--- config.mk ---
export PLATFORM = sky130hd
export DESIGN_NAME = idc_dac_ctrl
export DESIGN_NICKNAME = d
export VERILOG_FILES = /design/src/idc_pkg.sv /design/src/idc_chan_if.sv /design/src/idc_dac_ctrl.sv /design/src/idc_channel.sv
export SDC_FILE = /design/constraint.sdc
export NUM_CORES = 1
export LEC_CHECK = 0
export BUFFER_PORTS_ARGS = -buffer_cell sky130_fd_sc_hd__buf_2
export CORE_ASPECT_RATIO = 1.1
export CORE_UTILIZATION = 51
export CTS_BUF_LIST = sky130_fd_sc_hd__clkbuf_2
export DETAILED_ROUTE_END_ITERATION = 10
export GPL_ROUTABILITY_DRIVEN = 0
export PLACE_DENSITY = 0.83
export SLEW_MARGIN = 20
export SYNTH_ARGS = -nofsm -noshare
export SYNTH_HDL_FRONTEND = slang
export SYNTH_SLANG_ARGS = --single-unit
--- constraint.sdc ---
create_clock -name SYS_CLK_IN -period 1.8 [get_ports SYS_CLK_IN]
set_clock_uncertainty 0.15 [all_clocks]
set_input_delay 0.09 -clock SYS_CLK_IN [delete_from_list [all_inputs] [get_ports SYS_CLK_IN]]
set_output_delay 0.09 -clock SYS_CLK_IN [all_outputs]
set_load 0.03 [all_outputs]
--- src/idc_pkg.sv ---
// idc_pkg: register map, field layout, reset values and mode codes of the two-channel current dac
// assumes an 8-bit special function register bus with a page selector from the core
package idc_pkg;

  // ----------------------------------------------------------------
  // register addresses and pages
  // ----------------------------------------------------------------
  localparam logic [7:0] IDC_ADDR_CONTROL   = 8'hB9;
  localparam logic [7:0] IDC_ADDR_WORD_HIGH = 8'h97;
  localparam logic [7:0] IDC_ADDR_WORD_LOW  = 8'h96;
  localparam logic [3:0] IDC_PAGE_CH0       = 4'h0;
  localparam logic [3:0] IDC_PAGE_CH1       = 4'hF;

  // ----------------------------------------------------------------
  // control field positions
  // ----------------------------------------------------------------
  localparam int IDC_BIT_ENABLE   = 7;
  localparam int IDC_SRC_MSB      = 6;
  localparam int IDC_SRC_LSB      = 4;
  localparam int IDC_BIT_RESERVED = 3;
  localparam int IDC_BIT_PERSIST  = 2;
  localparam int IDC_FS_MSB       = 1;
  localparam int IDC_FS_LSB       = 0;
  localparam int IDC_LOW_MSB      = 7;
  localparam int IDC_LOW_LSB      = 6;

  // ----------------------------------------------------------------
  // reset values
  // ----------------------------------------------------------------
  localparam logic [2:0] IDC_SRC_RESET   = 3'h7;
  localparam logic [1:0] IDC_FS_RESET    = 2'h2;
  localparam logic [7:0] IDC_WORD_RESET  = 8'h00;
  localparam logic [9:0] IDC_LATCH_RESET = 10'h000;

  // ----------------------------------------------------------------
  // update source codes and full-scale selects
  // ----------------------------------------------------------------
  typedef enum logic [2:0] {
    IDC_SRC_TIMER0  = 3'h0,
    IDC_SRC_TIMERB  = 3'h1,
    IDC_SRC_TIMER2  = 3'h2,
    IDC_SRC_TIMER3  = 3'h3,
    IDC_SRC_RISE    = 3'h4,
    IDC_SRC_FALL    = 3'h5,
    IDC_SRC_ANY     = 3'h6,
    IDC_SRC_HIGHWR  = 3'h7
  } idc_src_t;

  typedef enum logic [1:0] {
    IDC_FS_HALF_MA = 2'h0,
    IDC_FS_ONE_MA  = 2'h1,
    IDC_FS_TWO_MA  = 2'h2
  } idc_fs_t;

  // 1x decodes to 2 mA, low bit ignored
  function automatic idc_fs_t idc_fs_decode(input logic [1:0] code);
    idc_fs_decode = code[1] ? IDC_FS_TWO_MA : (code[0] ? IDC_FS_ONE_MA : IDC_FS_HALF_MA);
  endfunction : idc_fs_decode

endpackage : idc_pkg

--- src/idc_chan_if.sv ---
// idc_chan_if: per-channel bundle between the register decode and a channel
// assumes one system clock domain
`timescale 1ns/1ns
`default_nettype none
interface idc_chan_if;
  logic       wr_ctl;
  logic       wr_high;
  logic       wr_low;
  logic [7:0] wdata;
  logic [7:0] ctl_rd;
  logic [7:0] high_rd;
  logic [7:0] low_rd;
  logic [9:0] latch;
  logic       enable;
  logic [1:0] fs_sel;

  modport top (output wr_ctl, wr_high, wr_low, wdata,
               input ctl_rd, high_rd, low_rd, latch, enable, fs_sel);
  modport chan (input wr_ctl, wr_high, wr_low, wdata,
                output ctl_rd, high_rd, low_rd, latch, enable, fs_sel);
endinterface : idc_chan_if
`default_nettype wire

--- src/idc_dac_ctrl.sv ---
// idc_dac_ctrl: two-channel current dac register and update control
// assumes core sfr bus: address, page, write/read strobes synchronous to SYS_CLK_IN
`timescale 1ns/1ns
`default_nettype none
module idc_dac_ctrl
  import idc_pkg::*;
(
  input  wire logic       SYS_CLK_IN,
  input  wire logic       RST_N_IN,
  input  wire logic       POR_N_IN,
  input  wire logic [7:0] SFR_ADDR_IN,
  input  wire logic [3:0] SFR_PAGE_IN,
  input  wire logic       SFR_WR_IN,
  input  wire logic       SFR_RD_IN,
  input  wire logic [7:0] SFR_WDATA_IN,
  input  wire logic       TIMER0_OVF_IN,
  input  wire logic       TIMER1_OVF_IN,
  input  wire logic       TIMER2_OVF_IN,
  input  wire logic       TIMER3_OVF_IN,
  input  wire logic       TIMER5_OVF_IN,
  input  wire logic       EXTERNAL_CONVERSION_TRIGGER_IN,
  output logic      [7:0] SFR_RDATA_OUT,
  output logic            SFR_HIT_OUT,
  output logic      [9:0] DAC0_CODE_OUT,
  output logic      [9:0] DAC1_CODE_OUT,
  output logic            DAC0_ENABLE_OUT,
  output logic            DAC1_ENABLE_OUT,
  output logic      [1:0] DAC0_FULLSCALE_OUT,
  output logic      [1:0] DAC1_FULLSCALE_OUT
);

  idc_chan_if ch_if[2] ();
  logic [3:0] ovf_sel [2];
  logic [7:0] rdata;
  logic       hit;

  assign ovf_sel[0] = {TIMER3_OVF_IN, TIMER2_OVF_IN, TIMER1_OVF_IN, TIMER0_OVF_IN};
  assign ovf_sel[1] = {TIMER3_OVF_IN, TIMER2_OVF_IN, TIMER5_OVF_IN, TIMER0_OVF_IN};

  // ----------------------------------------------------------------
  // address decode
  // ----------------------------------------------------------------
  function automatic logic page_hit(input logic [3:0] page, input int ch);
    page_hit = (ch == 0) ? (page == IDC_PAGE_CH0) : (page == IDC_PAGE_CH1);
  endfunction : page_hit

  logic [7:0] rd_arr [2];
  logic       hit_arr [2];

  genvar g;
  generate
    for (g = 0; g < 2; g++)
    begin : g_ch
      logic sel;
      assign sel = page_hit(SFR_PAGE_IN, g);
      assign ch_if[g].wr_ctl  = SFR_WR_IN && sel && SFR_ADDR_IN == IDC_ADDR_CONTROL;
      assign ch_if[g].wr_high = SFR_WR_IN && sel && SFR_ADDR_IN == IDC_ADDR_WORD_HIGH;
      assign ch_if[g].wr_low  = SFR_WR_IN && sel && SFR_ADDR_IN == IDC_ADDR_WORD_LOW;
      assign ch_if[g].wdata   = SFR_WDATA_IN;

      always_comb
      begin
        hit_arr[g] = sel;
        unique case (SFR_ADDR_IN)
          IDC_ADDR_CONTROL:   rd_arr[g] = ch_if[g].ctl_rd;
          IDC_ADDR_WORD_HIGH: rd_arr[g] = ch_if[g].high_rd;
          IDC_ADDR_WORD_LOW:  rd_arr[g] = ch_if[g].low_rd;
          default:
          begin
            rd_arr[g]  = 8'h00;
            hit_arr[g] = 1'b0;
          end
        endcase
      end

      idc_channel u_chan (
        .clk_in       (SYS_CLK_IN),
        .rst_n_in     (RST_N_IN),
        .por_n_in     (POR_N_IN),
        .timer_ovf_in (ovf_sel[g]),
        .trig_in      (EXTERNAL_CONVERSION_TRIGGER_IN),
        .bus          (ch_if[g])
      );
    end
  endgenerate

  always_comb
  begin
    rdata = 8'h00;
    hit   = 1'b0;
    if (hit_arr[0])
    begin
      rdata = rd_arr[0];
      hit   = 1'b1;
    end
    else if (hit_arr[1])
    begin
      rdata = rd_arr[1];
      hit   = 1'b1;
    end
  end

  // ----------------------------------------------------------------
  // registered outputs
  // ----------------------------------------------------------------
  always_ff @(posedge SYS_CLK_IN)
  begin
    if (!RST_N_IN)
    begin
      SFR_RDATA_OUT <= 8'h00;
      SFR_HIT_OUT   <= 1'b0;
    end
    else
    begin
      SFR_RDATA_OUT <= SFR_RD_IN ? rdata : 8'h00;
      SFR_HIT_OUT   <= SFR_RD_IN && hit;
    end
  end

  // one-edge copy of the whole word, fed from channel latches
  always_ff @(posedge SYS_CLK_IN)
  begin
    DAC0_CODE_OUT      <= ch_if[0].latch;
    DAC1_CODE_OUT      <= ch_if[1].latch;
    DAC0_ENABLE_OUT    <= ch_if[0].enable;
    DAC1_ENABLE_OUT    <= ch_if[1].enable;
    DAC0_FULLSCALE_OUT <= idc_fs_decode(ch_if[0].fs_sel);
    DAC1_FULLSCALE_OUT <= idc_fs_decode(ch_if[1].fs_sel);
  end
endmodule : idc_dac_ctrl
`default_nettype wire

--- src/idc_channel.sv ---
// idc_channel: one current dac channel, registers, update trigger and output latch
// assumes trigger inputs are one-cycle pulses/levels synchronous to the system clock
`timescale 1ns/1ns
`default_nettype none
module idc_channel
  import idc_pkg::*;
(
  input  wire logic clk_in,
  input  wire logic rst_n_in,
  input  wire logic por_n_in,
  input  wire logic [3:0] timer_ovf_in,
  input  wire logic trig_in,
  idc_chan_if.chan  bus
);

  logic       enable_reg;
  logic [2:0] src_reg;
  logic       persist_reg;
  logic [1:0] fs_reg;
  logic [7:0] high_reg;
  logic [1:0] low_reg;
  logic [9:0] latch_reg;
  logic       trig_d_reg;
  logic       load;

  // ----------------------------------------------------------------
  // control register
  // ----------------------------------------------------------------
  always_ff @(posedge clk_in)
  begin
    if (!por_n_in)
    begin
      enable_reg <= 1'b0;
      src_reg    <= IDC_SRC_RESET;
      fs_reg     <= IDC_FS_RESET;
    end
    else if (!rst_n_in)
    begin
      if (!persist_reg)
        enable_reg <= 1'b0;
      src_reg <= IDC_SRC_RESET;
      fs_reg  <= IDC_FS_RESET;
    end
    else if (bus.wr_ctl)
    begin
      enable_reg <= bus.wdata[IDC_BIT_ENABLE];
      src_reg    <= bus.wdata[IDC_SRC_MSB:IDC_SRC_LSB];
      fs_reg     <= bus.wdata[IDC_FS_MSB:IDC_FS_LSB];
    end
  end

  // persistence cleared by power-on or a control write, never by system reset
  always_ff @(posedge clk_in)
  begin
    if (!por_n_in)
      persist_reg <= 1'b0;
    else if (rst_n_in && bus.wr_ctl)
      persist_reg <= bus.wdata[IDC_BIT_PERSIST];
  end

  // ----------------------------------------------------------------
  // data holding registers
  // ----------------------------------------------------------------
  always_ff @(posedge clk_in)
  begin
    if (!por_n_in || (!rst_n_in && !persist_reg))
    begin
      high_reg <= IDC_WORD_RESET;
      low_reg  <= 2'b00;
    end
    else if (rst_n_in)
    begin
      if (bus.wr_high)
        high_reg <= bus.wdata;
      if (bus.wr_low)
        low_reg <= bus.wdata[IDC_LOW_MSB:IDC_LOW_LSB];
    end
  end

  always_ff @(posedge clk_in)
  begin
    if (!rst_n_in)
      trig_d_reg <= 1'b0;
    else
      trig_d_reg <= trig_in;
  end

  // ----------------------------------------------------------------
  // update select
  // ----------------------------------------------------------------
  always_comb
  begin
    load = 1'b0;
    unique case (idc_src_t'(src_reg))
      IDC_SRC_TIMER0: load = timer_ovf_in[0];
      IDC_SRC_TIMERB: load = timer_ovf_in[1];
      IDC_SRC_TIMER2: load = timer_ovf_in[2];
      IDC_SRC_TIMER3: load = timer_ovf_in[3];
      IDC_SRC_RISE:   load = trig_in & ~trig_d_reg;
      IDC_SRC_FALL:   load = ~trig_in & trig_d_reg;
      IDC_SRC_ANY:    load = trig_in ^ trig_d_reg;
      IDC_SRC_HIGHWR: load = 1'b0;
    endcase
  end

  // whole word in one edge; with the high-write source, a high write loads the new high byte directly
  always_ff @(posedge clk_in)
  begin
    if (!por_n_in || (!rst_n_in && !persist_reg))
      latch_reg <= IDC_LATCH_RESET;
    else if (rst_n_in && src_reg == IDC_SRC_HIGHWR && bus.wr_high)
      latch_reg <= {bus.wdata, low_reg};
    else if (rst_n_in && load)
      latch_reg <= {high_reg, low_reg};
  end

  assign bus.ctl_rd  = {enable_reg, src_reg, 1'b0, persist_reg, fs_reg};
  assign bus.high_rd = high_reg;
  assign bus.low_rd  = {low_reg, 6'h00};
  assign bus.latch   = latch_reg;
  assign bus.enable  = enable_reg;
  assign bus.fs_sel  = fs_reg;
endmodule : idc_channel
`default_nettype wire

## Word level (Yosys, flattened, before mapping)

Index checks and enable logic that the tools add are counted.

- Add/subtract/negate cells: 0
- $mul: 0
- Divide/modulo/power cells: 0
- Magnitude comparators: 0
- Equality and inequality tests: 22
- Shift-type cells: 0
- Mux-type cells: 22
- Bitwise operators: 5
- Reductions and logical operators: 39

Operator list:

| cell | number |
|---|---|
| $pmux W8 S3 | 2 |
| $mux W10 | 4 |
| $eq A3 B3 Y1 const B | 8 |
| $eq A8 B8 Y1 const B | 3 |
| $logic_and A1 B1 Y1 | 19 |
| $mux W8 | 2 |
| $pmux W1 S8 | 2 |
| $reduce_and A2 Y1 | 8 |
| $eq A3 B2 Y1 const B | 4 |
| $mux W1 | 12 |
| $eq A3 B1 Y1 const B | 2 |
| $logic_not A3 Y1 | 2 |
| $eq A4 B4 Y1 const B | 1 |
| $logic_not A1 Y1 | 4 |
| $logic_not A4 Y1 | 1 |
| $ne A2 B1 Y1 const B | 2 |
| $ne A2 B2 Y1 const B | 2 |
| $reduce_bool A2 Y1 | 2 |
| $reduce_or A3 Y1 | 1 |
| $and A1 B1 Y1 | 2 |
| $logic_or A1 B1 Y1 | 2 |
| $not A1 Y1 | 2 |
| $xor A1 B1 Y1 | 1 |

- Register bits after elaboration: 90
- Latch bits: 0
- Memory bits (writable): 0
- ROM bits: 0
- Input port bits: 31
- Output and inout bits: 35
- Logic and storage cells: 111
- Memories kept: 0

## Longest topological paths before layout

Gate-level depths: netlist of run 1.

- Depth after elaboration: 6
- Depth in mapped cells: 8
- Gate-level depth less buffers: 7

## Cells and area by module

From an unflattened synthesis of run 1, not the netlist that was laid out.

- Cells, all modules: 446
- Area, all modules: 4259.1 um^2

Modules (own cells, without submodules):

| module | instances | cells an instance | area each (um^2) | seq. area each (um^2) |
|---|---|---|---|---|
| idc_channel | 2 | 169 | 1415.1 | 560.5 |
| idc_dac_ctrl | 1 | 108 | 1428.9 | 700.7 |

## Worst setup path before layout of run 1

Ideal clock, no wire load.

- Path kind: register to register
- Start: register g_ch[1].u_chan.src_reg[1]
- End: register g_ch[1].u_chan.latch_reg[2]
- Setup time: 0.132 ns
- Arrival: 1.554 ns
- Required time: 1.518 ns
- Slack: -0.036 ns
- Stages on the path, launching flop included: 7
- Path buffers: 1
- Period minus slack after synthesis: 1.836 ns
- Cell sequence: dfxtp_1 > mux4_2 > o21a_1 > o21a_1 > buf_6 > a22oi_1 > a21oi_1

- Word-level cells in the longest chain between the ends: 4
- Elaborated cells on any way between the ends: 14
- Those cells by class: 7 x eq/ne; 2 x mux; 5 x reduce/logical

RTL lines:

| element | RTL line | source |
|---|---|---|
| start: declaration | idc_channel.sv:17 | `logic [2:0] src_reg;` |
| start signal: assignment | idc_channel.sv:47 | `src_reg <= bus.wdata[IDC_SRC_MSB:IDC_SRC_LSB];` |
| $eq A3 B3 Y1 (tied with other cells) | idc_channel.sv:94, idc_channel.sv:111 |  |
| $pmux W1 S8 or $logic_and A1 B1 Y1 (tied branches) | idc_channel.sv:94, idc_channel.sv:111 |  |
| $logic_and A1 B1 Y1, on equally long branches | idc_channel.sv:113, idc_channel.sv:111 |  |
| $reduce_bool A2 Y1 (no source line) or $mux W10 (tied branches) | n/a |  |
| end signal: assignment | idc_channel.sv:112 | `latch_reg <= {bus.wdata, low_reg};` |
| end signal: assignment | idc_channel.sv:114 | `latch_reg <= {high_reg, low_reg};` |
| end: declaration | idc_channel.sv:22 | `logic [9:0] latch_reg;` |

Parallel ways exist; a longest one is shown, timed or not.
A chain may end at the register's enable or synchronous reset.

## Worst setup path after layout of run 1

- Start: register g_ch[0].u_chan.src_reg[1]
- End: register g_ch[0].u_chan.latch_reg[4]

- Word-level cells in the longest chain between the ends: 4
- Elaborated cells on any way between the ends: 14
- Those cells by class: 7 x eq/ne; 2 x mux; 5 x reduce/logical

RTL lines:

| element | RTL line |
|---|---|
| start: declaration | idc_channel.sv:17 |
| start signal: assignment | idc_channel.sv:47 |
| $eq A3 B3 Y1 (tied with other cells) | idc_channel.sv:94, idc_channel.sv:111 |
| $pmux W1 S8 or $logic_and A1 B1 Y1 (tied branches) | idc_channel.sv:94, idc_channel.sv:111 |
| $logic_and A1 B1 Y1, on equally long branches | idc_channel.sv:113, idc_channel.sv:111 |
| $reduce_bool A2 Y1 (no source line) or $mux W10 (tied branches) | n/a |
| end signal: assignment | idc_channel.sv:112 |
| end signal: assignment | idc_channel.sv:114 |
| end: declaration | idc_channel.sv:22 |

Parallel ways exist; a longest one is shown, timed or not.

==> flow_results.org, run 1 <==
** Run status
- The flow ran to the end, but the final reports show violations.
- The final reports fail on setup timing.

** Power and ir drop
- Power density over the cells :: 666 nW/um^2
- LEAKAGE :: roughly 0.0018 uW
- IR analysis of the VDD net gives a maximum drop of around 0.00047 V.

** Worst setup path
- At the worst endpoint, the required time is ~2.2 ns.
- The worst setup path is captured at a flop.
- Category of cells accounting for the largest share of critical-path delay :: multiplexers
- Together, buffers and inverters on the worst path number 2.
- Cell with the biggest individual delay on the critical path :: sky130_fd_sc_hd__mux4_2
- Setup slack, reg-to-reg :: -0.14 ns
- The signal on the critical path passes through mux4_2 -> o21a_1 -> buf_6 -> o21ai_4 -> clkbuf_16 -> nand3_1 -> a21oi_1.
- Nature of the critical path startpoint :: flop
- In this run the worst setup path begins at g_ch[0].u_chan.src_reg[1]$_SDFFE_PN1P_.
- Start of the worst register-to-register path :: g_ch[0].u_chan.src_reg[1]$_SDFFE_PN1P_
- At the worst endpoint, the arrival time is 2.29 ns.
- Crit-path max FO :: 5
- Peak per-stage delay on the critical path :: ~0.48 ns
- Start-to-end type of the worst setup path :: flop to flop

** GRT
- Vias in the first global route :: 2993
- The first global-routing pass estimated around 14000 um of wire.
- After global routing the overflow that remains totals 0.
- Number of antenna violations at the first check in global routing :: 0
- For this run, the total global-route usage over all layers was measured as 27.6%.
- Pin count of the biggest net entering global routing :: 22

** Clock network
- CTS HTree Levels :: 3
- Clock latency of the later-clocked register in the worst-skew pair :: 0.56 ns
- The tree is rooted in a sky130_fd_sc_hd__clkbuf_2.
- The number of clock buffers added by TritonCTS is 9.
- Register clock-pin slew on the reported worst setup and hold paths :: around 0.23 ns
- Max Buffers Root-to-Sink :: 2
- The tree built by TritonCTS fans out to 90 sinks.
- TritonCTS built the clock tree.

** Drt
- Before antenna repair, the detailed router went through 5 iterations.
- Drt total wl :: 10300 um
- Average wire per cell in the routed design :: approximately 19 um
- DRC violation count after routing :: 0
- In this run the remaining antenna-violating nets after routing total 0.
- Vias per cell :: roughly 6
- The final route contains between 3000 and 4000 vias.
- Number of DRC markers in iteration 0 :: about 360

** Timing
- Based on the critical path, the design can be clocked at up to ~520 MHz.
- Setup violations, final :: 20
- The worst pin sits at a relative slew slack of 68.4%.
- Setup repair after global routing could not meet its margin everywhere.
- The final-report max-slew violation count came to 0.
- Final hold slack :: 0.0289 ns
- After layout, the worst path uses 108% of the clock period.
- Post-route setup slack :: -0.137 ns
- At the pin with the least slew margin, the transition time is 0.473 ns.
- The routed design could run at a clock period as short as 1.94 ns.
- Total count of hold-check failures in the final report :: 0

** Placed design
- Including well taps, the total number of placed cells is around 500.
- Count of port buffers added during placement :: between 60 and 70
- The HPWL after detailed placement is about 6000 um.

** Cells and area
- Commonest non-fill, non-tap cell in the layout :: sky130_fd_sc_hd__dfxtp_1
- Area growth from synthesis to layout :: 39.5%
- The repair_antennas step left the layout with diodes totalling 0.
- The top cell types in the final layout, fill and taps aside, are sky130_fd_sc_hd__dfxtp_1 (86), sky130_fd_sc_hd__buf_2 (65), sky130_fd_sc_hd__mux2i_1 (34).
- Net count reported at finish :: 490
- The post-route netlist has ~38% of its cells at a drive strength greater than 1.
- Max FFs per register :: 20
- Core occupancy in the finished layout :: roughly 75%
- Leaving out filler cells and counting taps, the final layout contains 540.
- The filler cells instantiated in the layout total a little under 400.

** Floorplanning
- Placeable core area :: between 6000 and 7000 sq um
- Once the floorplan was initialized, standard cells occupied 54.0% of the core.
- In this run the horizontal extent of the chip is around 80 um.
- Die H :: slightly below 90 um
- Top-Level Pins :: 66
- DIE AREA :: 7050 sq um
- The floorplan has 30 rows.

** Yosys
- Synthesis inferred 90 register bits.
- The number of different library cells used by synthesis comes to 37.
- Fraction of synthesis flops using an asynchronous set or reset pin :: 0%
- Number of warnings issued by yosys :: 0
- Summing the sequential cell areas from Yosys gives between 50% and 60% of the chip area.
- The average instance in the mapped netlist occupies roughly 10 sq um.
- Number of standard cells after synthesis :: around 340
- The synthesized design contains 0 enable-type register cells.
- Netlist area before placement :: 3420 sq um
- Synth Net Count :: 375
- Dominant synthesized flop cell :: sky130_fd_sc_hd__dfxtp_1

** Flow run
- Number of maximum-capacitance constraint violations :: 0

** Min path
- The worst hold path begins at SFR_ADDR_IN[5].
- Path class of the lowest-slack min-delay path :: primary input to flop
[report_power, final]
part / internal [uW] / leakage, uW / total, uW / switching (uW)
combinational: 91.9 / 0.00106 / 199 / 107
sequential: 2000 / 0.000725 / 2000 / 0.588
clock: 305 / 0.0000640 / 982 / 677
total: 2400 / 0.00185 / 3180 / 785
[path summary, 6_finish.rpt]
kind | end | depth (start not counted)
worst max-delay path | g_ch[0].u_chan.bus.latch[4]$_SDFFE_PP0P_ | 7
worst max register to register | g_ch[0].u_chan.bus.latch[4]$_SDFFE_PP0P_ | 7
worst min register to register | DAC1_CODE_OUT[3]$_DFF_P_ | 0
worst min-delay path | SFR_RDATA_OUT[1]$_SDFF_PN0_ | 5
[cells by family (layout without fill, tap and decap cells)]
logic type / Yosys count / after routing / synth area share (%)
AO/OA/AOI/OAI: 78 / 78 / 14.8
adder cells (fa/ha/maj): 2 / 2 / 0.731
buffers and inverters: 27 / 145 / 4.13
flip-flops: 90 / 90 / 52.6
multiplexers: 37 / 37 / 11.5
AND/OR/NAND/NOR: 108 / 108 / 16.1
[through the flow]
step / instance area (sq um) / setup TNS, ns / setup slack (ns) / power (uW)
global placement: 3970 / -0.120 / -0.0383 / 2170
floorplan: 3430 / 0 / 0.0178 / 2100
detailed placement: 3970 / -0.570 / -0.0710 / 2170
finish: 4780 / -1.45 / -0.137 / 3180
global route: 4780 / -2.55 / -0.209 / 3280
CTS: 4550 / -1.02 / -0.0676 / 3140
[worst reg2reg max path, stage by stage, from the launching register on]
cell	delay, ns
sky130_fd_sc_hd__dfxtp_2	0.39
sky130_fd_sc_hd__mux4_2	0.48
sky130_fd_sc_hd__o21a_1	0.22
sky130_fd_sc_hd__buf_6	0.13
sky130_fd_sc_hd__o21ai_4	0.09
sky130_fd_sc_hd__clkbuf_16	0.20
sky130_fd_sc_hd__nand3_1	0.08
sky130_fd_sc_hd__a21oi_1	0.16
[layout make-up]
cell class	count	area (sq um)	area share (%)
Clock buffer	9	45.0	0.943
Clock inverter	5	56.3	1.18
Inverter	4	15.0	0.314
Multi-Input combinational cell	225	1770	37.1
Sequential cell	90	1810	37.8
Tap cell	80	100	2.09
Timing Repair Buffer	127	983	20.6
[per-layer routing]
layer	track usage [%]	part of all wire, %	up-vias
met5	0	0	-
li1	-	-	1470
met2	46.2	49	218
met1	32.3	38	1533
met4	15.9	5.2	0
met3	6.46	7.5	61
[Yosys cell counts, types with 3 or more instances]
library cell               count  area, sq um
sky130_fd_sc_hd__a211oi_1      5         37.5
sky130_fd_sc_hd__nor2_1       29          109
sky130_fd_sc_hd__a21oi_1      30          150
sky130_fd_sc_hd__nand4_1       3         18.8
sky130_fd_sc_hd__o21a_1        4         30.0
sky130_fd_sc_hd__a221oi_1      5         43.8
sky130_fd_sc_hd__dfxtp_1      90         1800
sky130_fd_sc_hd__and4_1        3         26.3
sky130_fd_sc_hd__clkbuf_1      9         33.8
sky130_fd_sc_hd__nor2b_1       4         25.0
sky130_fd_sc_hd__nor3_1        3         15.0
sky130_fd_sc_hd__mux2i_1      35          350
sky130_fd_sc_hd__buf_6         3         33.8
sky130_fd_sc_hd__nand3_1      26          130
sky130_fd_sc_hd__nand2_1      20         75.1
sky130_fd_sc_hd__and2_1        8         50.1
sky130_fd_sc_hd__inv_1         4         15.0
sky130_fd_sc_hd__o21ai_0       6         30.0
sky130_fd_sc_hd__buf_2         8         40.0
sky130_fd_sc_hd__a22oi_1      21          158
[timing repair]
item,4_1_cts,5_1_grt
gates resized for setup,37,38
setup buffers,2,2
hold buffers,26,4
hold endpoints to repair,60,2
gates cloned,3,1
setup endpoints to repair,20,23
pin swaps,31,16
Note: power is estimated with default switching activity, not from simulation.
==> run 2: changes to the inputs <==
--- a/config.mk
+++ b/config.mk
@@ -12,6 +12,7 @@
 export DETAILED_ROUTE_END_ITERATION = 10
 export GPL_ROUTABILITY_DRIVEN = 0
 export PLACE_DENSITY = 0.83
+export REMOVE_ABC_BUFFERS = 1
 export SLEW_MARGIN = 20
 export SYNTH_ARGS = -nofsm -noshare
 export SYNTH_HDL_FRONTEND = slang
==> run 2 against run 1 <==
  * The flow finishes with violations (hold timing, setup timing)
  * Utilization down 2.1 points
  * Worst hold slack worse by 0.21 ns
  * Fmax increased by 1.7%
  * Critical path depth is the same
  * Via count down 2.4%
  * Die area unchanged
  * Critical path type unchanged
==> flow_results.org, run 2 (synthesis results as in run 1) <==
** Run status
- Run status :: complete, but fails checks (unchanged)
- Violations in the final reports: hold timing, setup timing (was setup timing).

** Worst setup path
- The register-to-register setup slack came to -0.10 ns (was -0.14 ns).
- Crit-path cells: mux4_2 -> o21a_1 -> buf_6 -> o21ai_4 -> buf_12 -> nand3_1 -> a21oi_2 (was mux4_2 -> o21a_1 -> buf_6 -> o21ai_4 -> clkbuf_16 -> nand3_1 -> a21oi_1).
- Crit-path max FO :: 10 (was 5)
- The endpoint type of the worst setup path is a flop (unchanged).
- CP Data Required Time :: 2.14 ns (was 2.16 ns)
- The largest incremental delay on the critical path was 0.49 ns (was 0.48 ns).
- The element type at the critical path start is a flop (unchanged).
- The startpoint-to-endpoint class of the critical path is flop to flop (unchanged).
- The data arrival at the endpoint of the critical path was 2.24 ns (was 2.29 ns).
- Cell with the biggest individual delay on the critical path :: sky130_fd_sc_hd__mux4_2 (unchanged)

** Timing
- Post-route setup slack :: -0.104 ns (was -0.137 ns)
- Total Negative Setup Slacks :: -0.469 ns (was -1.45 ns)
- The slew of the pin with the lowest slew margin was 0.477 ns (was 0.473 ns).
- The tightest slew margin relative to the limit came to 67.8% (was 68.4%).
- Final hold slack :: -0.183 ns (was 0.0289 ns)
- Tmin final :: 1.90 ns (was 1.94 ns)
- Setup violations, final :: 11 (was 20)
- Post-route fraction of the period consumed by the critical path :: 106% (was 108%)
- The final count of hold timing violations was 3 (was 0).
- The final-report max-slew violation count was 0 (unchanged).
- RSZ-0062 raised after global routing: true (unchanged).
- Maximum clock frequency :: 525 MHz (was 516 MHz)

** Cells and area
- Top library cells by usage in the layout, fill and taps aside: sky130_fd_sc_hd__dfxtp_1 (85), sky130_fd_sc_hd__buf_2 (65), sky130_fd_sc_hd__mux2i_1 (35) (was sky130_fd_sc_hd__dfxtp_1 (86), sky130_fd_sc_hd__buf_2 (65), sky130_fd_sc_hd__mux2i_1 (34)).
- Proportion of layout cells with a drive suffix above 1 :: 36.0% (was 37.8%)
- Antenna Diode Count :: 0 (unchanged)
- Max FFs per register :: 20 (unchanged)
- Non-filler instance count after layout :: 536 (was 540)
- The area taken by multi-input logic gates came to 1730 sq um (was 1770 sq um).
- The flip-flop and latch area came to 1810 sq um (about the same).
- Net count reported at finish :: 485 (was 490)
- Commonest non-fill, non-tap cell in the layout :: sky130_fd_sc_hd__dfxtp_1 (unchanged)
- Filler Cells Inserted :: 439 (was 389)
- The area added between synthesis and finish came to 35.6% (was 39.5%).

** Drt
- WL met3 :: 704 um (was 773 um)
- The initial DRC count is 237 (was 363).
- DRC violation count after routing :: 0 (unchanged)
- The detailed-route wire length per cell came to 18.7 um (was 19.0 um).
- The detailed-router iteration count before antenna repair came to 7 (was 5).
- The sum of routed wire length over all layers was 10000 um (was 10300 um).
- The top routing layer in use is met4 (unchanged).
- The post-route met1 wirelength is 3880 um (was 3920 um).
- Vias per cell :: 5.98 (was 6.08)
- The amount of wire on met2 after detailed routing came to 4900 um (was 5020 um).
- Count of nets left with antenna violations after detail routing :: 0 (unchanged)
- Vias after detailed routing :: 3203 (was 3282)

** Clock network
- The CTS tree is done (unchanged).
- Clock tree sinks :: 90 (unchanged)
- The number of buffers created by CTS came to 9 (unchanged).
- CTS HTree Levels :: 3 (unchanged)
- Cts hold-fix bufs :: 28 (was 26)
- Register clock-pin slew on the reported worst setup and hold paths :: 0.27 ns (was 0.23 ns)
- The later-pin clock latency in the skew report came to 0.55 ns (was 0.56 ns).
- Max Buffers Root-to-Sink :: 2 (unchanged)
- CTS Root Buffer Type :: sky130_fd_sc_hd__clkbuf_2 (unchanged)

** Placed design
- Half-perimeter wire length after detailed placement :: 5930 um (was 5960 um)
- Placed Instances :: 489 (was 490)
- Count of port buffers added during placement :: 65 (unchanged)

** GRT
- The global-route congestion overflow total was 0 (unchanged).
- Pin count of the biggest net entering global routing :: 22 (unchanged)
- The first-pass GRT wire length is 14300 um (was 14400 um).
- The via count of the first global-routing pass is 3008 (was 2993).
- Number of antenna violations at the first check in global routing :: 0 (unchanged)
- GR Util All Layers :: 27.0% (was 27.6%)

** Floorplanning
- Horiz. Die Dim :: 80.1 um (unchanged)
- Die H :: 87.9 um (unchanged)
- DIE AREA :: 7050 sq um (unchanged)
- Row count :: 30 (unchanged)
- The I/O pin count is 66 (unchanged).
- Initial standard-cell utilization of the core :: 54.0% (unchanged)
- The area of the core was 6340 sq um (unchanged).

** Min path
- Path class of the lowest-slack min-delay path :: primary input to flop (unchanged)

** Power and ir drop
- The standby leakage power came to 0.00183 uW (was 0.00185 uW).
- The peak ir drop on the vdd network was 0.000557 V (was 0.000474 V).
- Power density over the cells :: 692 nW/um^2 (was 666 nW/um^2)

** Flow run
- The max-cap check violation count was 0 (unchanged).
run 2: cell count changes in the layout (fill, tap and decap cells not counted), sizes merged:
cell	change
buf	-4
dlygate4sd3	-3
dlymetal6s4s	+2
clkbuf	+1
clkinvlp	-1
o21a	+1
run 2: critical path, delay by kind of cell (launching register included):
family / cells / cell delay [ns]
mux: 1 / 0.49
compound gates: 3 / 0.45
flops: 1 / 0.38
buf+inv: 2 / 0.28
simple gates: 1 / 0.13
run 2: final timing paths:
check                                                               from                                        to  cells after the start
worst max-delay path              g_ch[0].u_chan.src_reg[1]$_SDFFE_PN1P_  g_ch[0].u_chan.bus.latch[6]$_SDFFE_PP0P_                      7
worst min-delay path                                      SFR_PAGE_IN[0]               SFR_RDATA_OUT[7]$_SDFF_PN0_                      4
worst max register to register    g_ch[0].u_chan.src_reg[1]$_SDFFE_PN1P_  g_ch[0].u_chan.bus.latch[6]$_SDFFE_PP0P_                      7
worst min register to register  g_ch[1].u_chan.bus.latch[6]$_SDFFE_PP0P_                  DAC1_CODE_OUT[6]$_DFF_P_                      0
run 2: what timing repair did:
action                     4_1_cts  5_1_grt
setup endpoints to repair       20       34
pin swaps                       15       21
cloned                           1        2
hold endpoints to repair        63        2
resized for setup               20       49
setup buffers                    1        1
run 2: cell type report:
type | instances | area share, %
sequential | 90 | 38.9
multi-input combinational | 226 | 37.2
timing repair buffer | 121 | 19.1
tap | 80 | 2.16
clock buffer | 11 | 1.19
clock inverter | 4 | 1.13
inverter | 4 | 0.323
run 2: stage by stage:
stage / utilization [%] / power, uW / hold WS (ns) / worst slack, ns / instance area, sq um
6_report: 73.2 / 3220 / -0.183 / -0.104 / 4640
5_1_grt: 73.2 / 3310 / -0.153 / -0.176 / 4640
4_1_cts: 70.1 / 3170 / 0.000799 / -0.0694 / 4450
3_5_place_dp: 62.2 / 2170 / 0.190 / -0.0918 / 3950
3_3_place_gp: 62.2 / 2170 / 0.187 / -0.0609 / 3950
2_1_floorplan: - / 2080 / 0.0617 / -0.183 / 3300
run 2: layer usage:
| layer | vias up | track usage, % |
|---|---|---|
| met1 | 1488 | 31.7 |
| met3 | 58 | 5.10 |
| met2 | 203 | 46.2 |
| met4 | 0 | 15.4 |
| li1 | 1454 | - |
| met5 | - | 0 |
run 2: report_power, final:
group          switching [uW]  total [uW]  internal [uW]
clock                     683        1010            332
sequential               1.25        2000           2000
combinational             106         200           93.6
total                     790        3210           2430
==> run 3: changes to the inputs <==
--- a/config.mk
+++ b/config.mk
@@ -9,9 +9,10 @@
 export CORE_ASPECT_RATIO = 1.1
 export CORE_UTILIZATION = 51
 export CTS_BUF_LIST = sky130_fd_sc_hd__clkbuf_2
+export CTS_CLUSTER_DIAMETER = 50
 export DETAILED_ROUTE_END_ITERATION = 10
 export GPL_ROUTABILITY_DRIVEN = 0
-export PLACE_DENSITY = 0.83
+export PLACE_DENSITY_LB_ADDON = 0.05
 export REMOVE_ABC_BUFFERS = 1
 export SLEW_MARGIN = 20
 export SYNTH_ARGS = -nofsm -noshare
==> run 3 against run 2 <==
  * The flow still finishes with violations (hold timing, setup timing)
  * Sequential share of layout area is 1.7 points lower
  * Utilization up 3.1 points
  * Global-route usage fell by 1.0 points
  * Wire length decreased by 10%
  * First-iteration DRC count is 14% lower
  * Largest cell class unchanged
==> flow_results.org, run 3 (synthesis results as in run 1) <==
** Run status
- Run status: complete, but fails checks (unchanged).
- Violations in the final reports: hold timing, setup timing (unchanged).

** Floorplanning
- DIE AREA :: 7050 sq um (unchanged)
- Horiz. Die Dim :: 80.1 um (unchanged)
- Row count :: 30 (unchanged)
- Placeable core area :: 6340 sq um (unchanged)
- The initial cell density of the core came to 54.0% (unchanged).
- Top-Level Pins :: 66 (unchanged)
- Die H :: 87.9 um (unchanged)

** Timing
- RSZ-0062 raised after global routing :: true (unchanged)
- The post-route fraction of the period consumed by the critical path is 105% (was 106%).
- Final hold slack :: -0.00115 ns (was -0.183 ns)
- The peak clock frequency supported by timing came to 529 MHz (was 525 MHz).
- Total count of hold-check failures in the final report :: 1 (was 3)
- The setup-violating endpoint count in the final report came to 14 (was 11).
- The tightest slew margin relative to the limit was 72.1% (was 67.8%).
- Slew Limit Fails :: 0 (unchanged)
- Measured slew at the worst slew-check pin :: 0.414 ns (was 0.477 ns)
- Post-route setup slack :: -0.0899 ns (was -0.104 ns)
- Tmin final :: 1.89 ns (was 1.90 ns)

** Cells and area
- The most common library cell in the layout ignoring fill and taps was sky130_fd_sc_hd__dfxtp_1 (unchanged).
- Area growth from synthesis to layout :: 41.4% (was 35.6%)
- Area of the multi-input gates :: 1770 sq um (was 1730 sq um)
- Top library cells by usage in the layout, fill and taps aside: sky130_fd_sc_hd__dfxtp_1 (87), sky130_fd_sc_hd__buf_2 (65), sky130_fd_sc_hd__dlygate4sd3_1 (36) (was sky130_fd_sc_hd__dfxtp_1 (85), sky130_fd_sc_hd__buf_2 (65), sky130_fd_sc_hd__mux2i_1 (35)).
- Core occupancy in the finished layout :: 76.3% (was 73.2%)
- Net count reported at finish :: 499 (was 485)
- The number of antenna diodes was 0 (unchanged).
- The flip-flop and latch area came to 1810 sq um (about the same).
- Filler Cells Inserted :: 455 (was 439)
- The proportion of layout cells with a drive suffix above 1 is 35.5% (was 36.0%).
- The flip-flop count of the largest register, all copies and words added is 20 (unchanged).

** Clock network
- The clock root buffer is sky130_fd_sc_hd__clkbuf_2 (unchanged).
- The CTS H-tree depth was 3 (unchanged).
- The later-pin clock latency in the skew report was 0.55 ns (about the same).
- Clock tree sinks :: 90 (unchanged)
- The largest buffer count on any clock path is 2 (unchanged).
- Number of buffers created by CTS :: 9 (unchanged)
- Register clock-pin slew on the reported worst setup and hold paths :: 0.26 ns (was 0.27 ns)
- The CTS tree is done (unchanged).

** GRT
- The met3 usage in global routing came to 3.96% (was 5.10%).
- Number of antenna violations at the first check in global routing :: 0 (unchanged)
- Overflow left after global routing :: 0 (unchanged)
- The global routing's busiest layer is met2 (unchanged).
- The first-pass GRT wire length came to 13700 um (was 14300 um).
- The met1 track demand over resource came to 32.6% (was 31.7%).
- The met2 layer usage reported by global route was 43.7% (was 46.2%).
- The via count of the first global-routing pass came to 2865 (was 3008).
- Pin count of the biggest net entering global routing :: 19 (was 22)
- The global router's overall resource usage was 26.0% (was 27.0%).

** Power and ir drop
- The part of the power in combinational logic is 6.2% (about the same).
- The peak ir drop on the vdd network came to 0.000614 V (was 0.000557 V).
- Part of the power in registers :: 61.8% (was 62.2%)
- The switching part of the total was 25.0% (was 24.6%).
- LEAKAGE :: 0.00191 uW (was 0.00183 uW)
- Power density over the cells :: 669 nW/um^2 (was 692 nW/um^2)
- Switching component of the power :: 809 uW (was 790 uW)
- Overall power after layout :: 3240 uW (was 3220 uW)
- The part of the power in the clock network was 32.1% (was 31.6%).
- The internal power contribution was 2430 uW (about the same).

** Drt
- The detailed-router iteration count before antenna repair is 4 (was 7).
- Drt total wl :: 8970 um (was 10000 um)
- DRC violation count after routing :: 0 (unchanged)
- The routed via count divided by cell count came to 5.51 (was 5.98).
- Number of DRC markers in iteration 0 :: 204 (was 237)
- Average wire per cell in the routed design :: 16.3 um (was 18.7 um)
- The remaining antenna violation count was 0 (unchanged).
- Vias after detailed routing :: 3036 (was 3203)

** Min path
- Path class of the lowest-slack min-delay path :: primary input to flop (unchanged)

** Worst setup path
- Element type at the critical path end :: flop (unchanged)
- In this design, the critical path's most frequently occurring cell is sky130_fd_sc_hd__o21a_1.
- The element type at the critical path start is a flop (unchanged).
- Cell with the biggest individual delay on the critical path :: sky130_fd_sc_hd__mux4_2 (unchanged)
- CP Data Required Time :: 2.10 ns (was 2.14 ns)
- The largest incremental delay on the critical path was 0.48 ns (was 0.49 ns).
- Crit-path max FO :: 10 (unchanged)
- Crit-path cells: mux4_2 -> o21a_1 -> o21a_1 -> buf_12 -> o21ai_1 -> a21oi_2 (was mux4_2 -> o21a_1 -> buf_6 -> o21ai_4 -> buf_12 -> nand3_1 -> a21oi_2).
- Start-to-end type of the worst setup path :: flop to flop (unchanged)
- Critical path arrival :: 2.19 ns (was 2.24 ns)

** Flow run
- The max-cap check violation count was 0 (unchanged).

** Placed design
- The number of input and output port buffers inserted is 65 (unchanged).
- Half-perimeter wire length after detailed placement :: 5790 um (was 5930 um)
run 3: final timing paths:
kind | start | endpoint | slack, ns | depth (start not counted)
hold / removal | SFR_PAGE_IN[1] | SFR_HIT_OUT$_SDFF_PN0_ | -0.001 | 4
setup reg to reg | g_ch[0].u_chan.src_reg[1]$_SDFFE_PN1P_ | g_ch[0].u_chan.bus.latch[1]$_SDFFE_PP0P_ | -0.09 | 6
hold reg to reg | g_ch[0].u_chan.bus.latch[6]$_SDFFE_PP0P_ | DAC0_CODE_OUT[6]$_DFF_P_ | 0.19 | 0
setup / recovery | g_ch[0].u_chan.src_reg[1]$_SDFFE_PN1P_ | g_ch[0].u_chan.bus.latch[1]$_SDFFE_PP0P_ | -0.09 | 6
run 3: routing by layer:
metal	part of all wire (%)	wire length, um
met1	44	3990
met2	49	4420
met5	0	0
met4	2.3	206
met3	3.9	352
run 3: through the flow:
step / setup slack (ns) / hold WS, ns / TNS [ns] / cells / area, sq um
2_1_floorplan: -0.183 / 0.0617 / -5.11 / 319 / 3300
3_3_place_gp: -0.0630 / 0.185 / -0.880 / 491 / 3980
3_5_place_dp: -0.0912 / 0.190 / -1.32 / 491 / 3980
4_1_cts: -0.0547 / -0.165 / -0.660 / 545 / 4520
5_1_grt: -0.154 / 0.0199 / -1.78 / 551 / 4840
6_report: -0.0899 / -0.00115 / -0.671 / 551 / 4840
run 3: final cells by class:
cell class	instances	area share (%)
Clock buffer	9	0.930
Clock inverter	7	1.52
Inverter	4	0.310
Multi-Input combinational cell	226	36.5
Sequential cell	90	37.3
Tap cell	80	2.07
Timing Repair Buffer	135	21.4
run 3: worst max-delay path, delay by kind of cell, from the launching register on:
kind	cells	cell delay, ns
mux	1	0.48
flops	1	0.39
compound gates	4	0.65
buf+inv	1	0.16
run 3: power groups by stage:
| stage | combinational (uW) | clock, uW | sequential (uW) |
|---|---|---|---|
| floorplan | 47.0 | 0 | 2040 |
| global placement | 133 | 0 | 2040 |
| detailed placement | 135 | 0 | 2040 |
| CTS | 183 | 1050 | 2000 |
| global route | 215 | 1140 | 2000 |
| finish | 199 | 1040 | 2000 |
run 3: what timing repair did:
action	CTS	global route
cloned	0	3
resized for setup	12	53
setup buffers	1	3
hold buffers	37	1
endpoints found under the hold margin	61	1
pin swaps	2	32
setup endpoints to repair	20	28
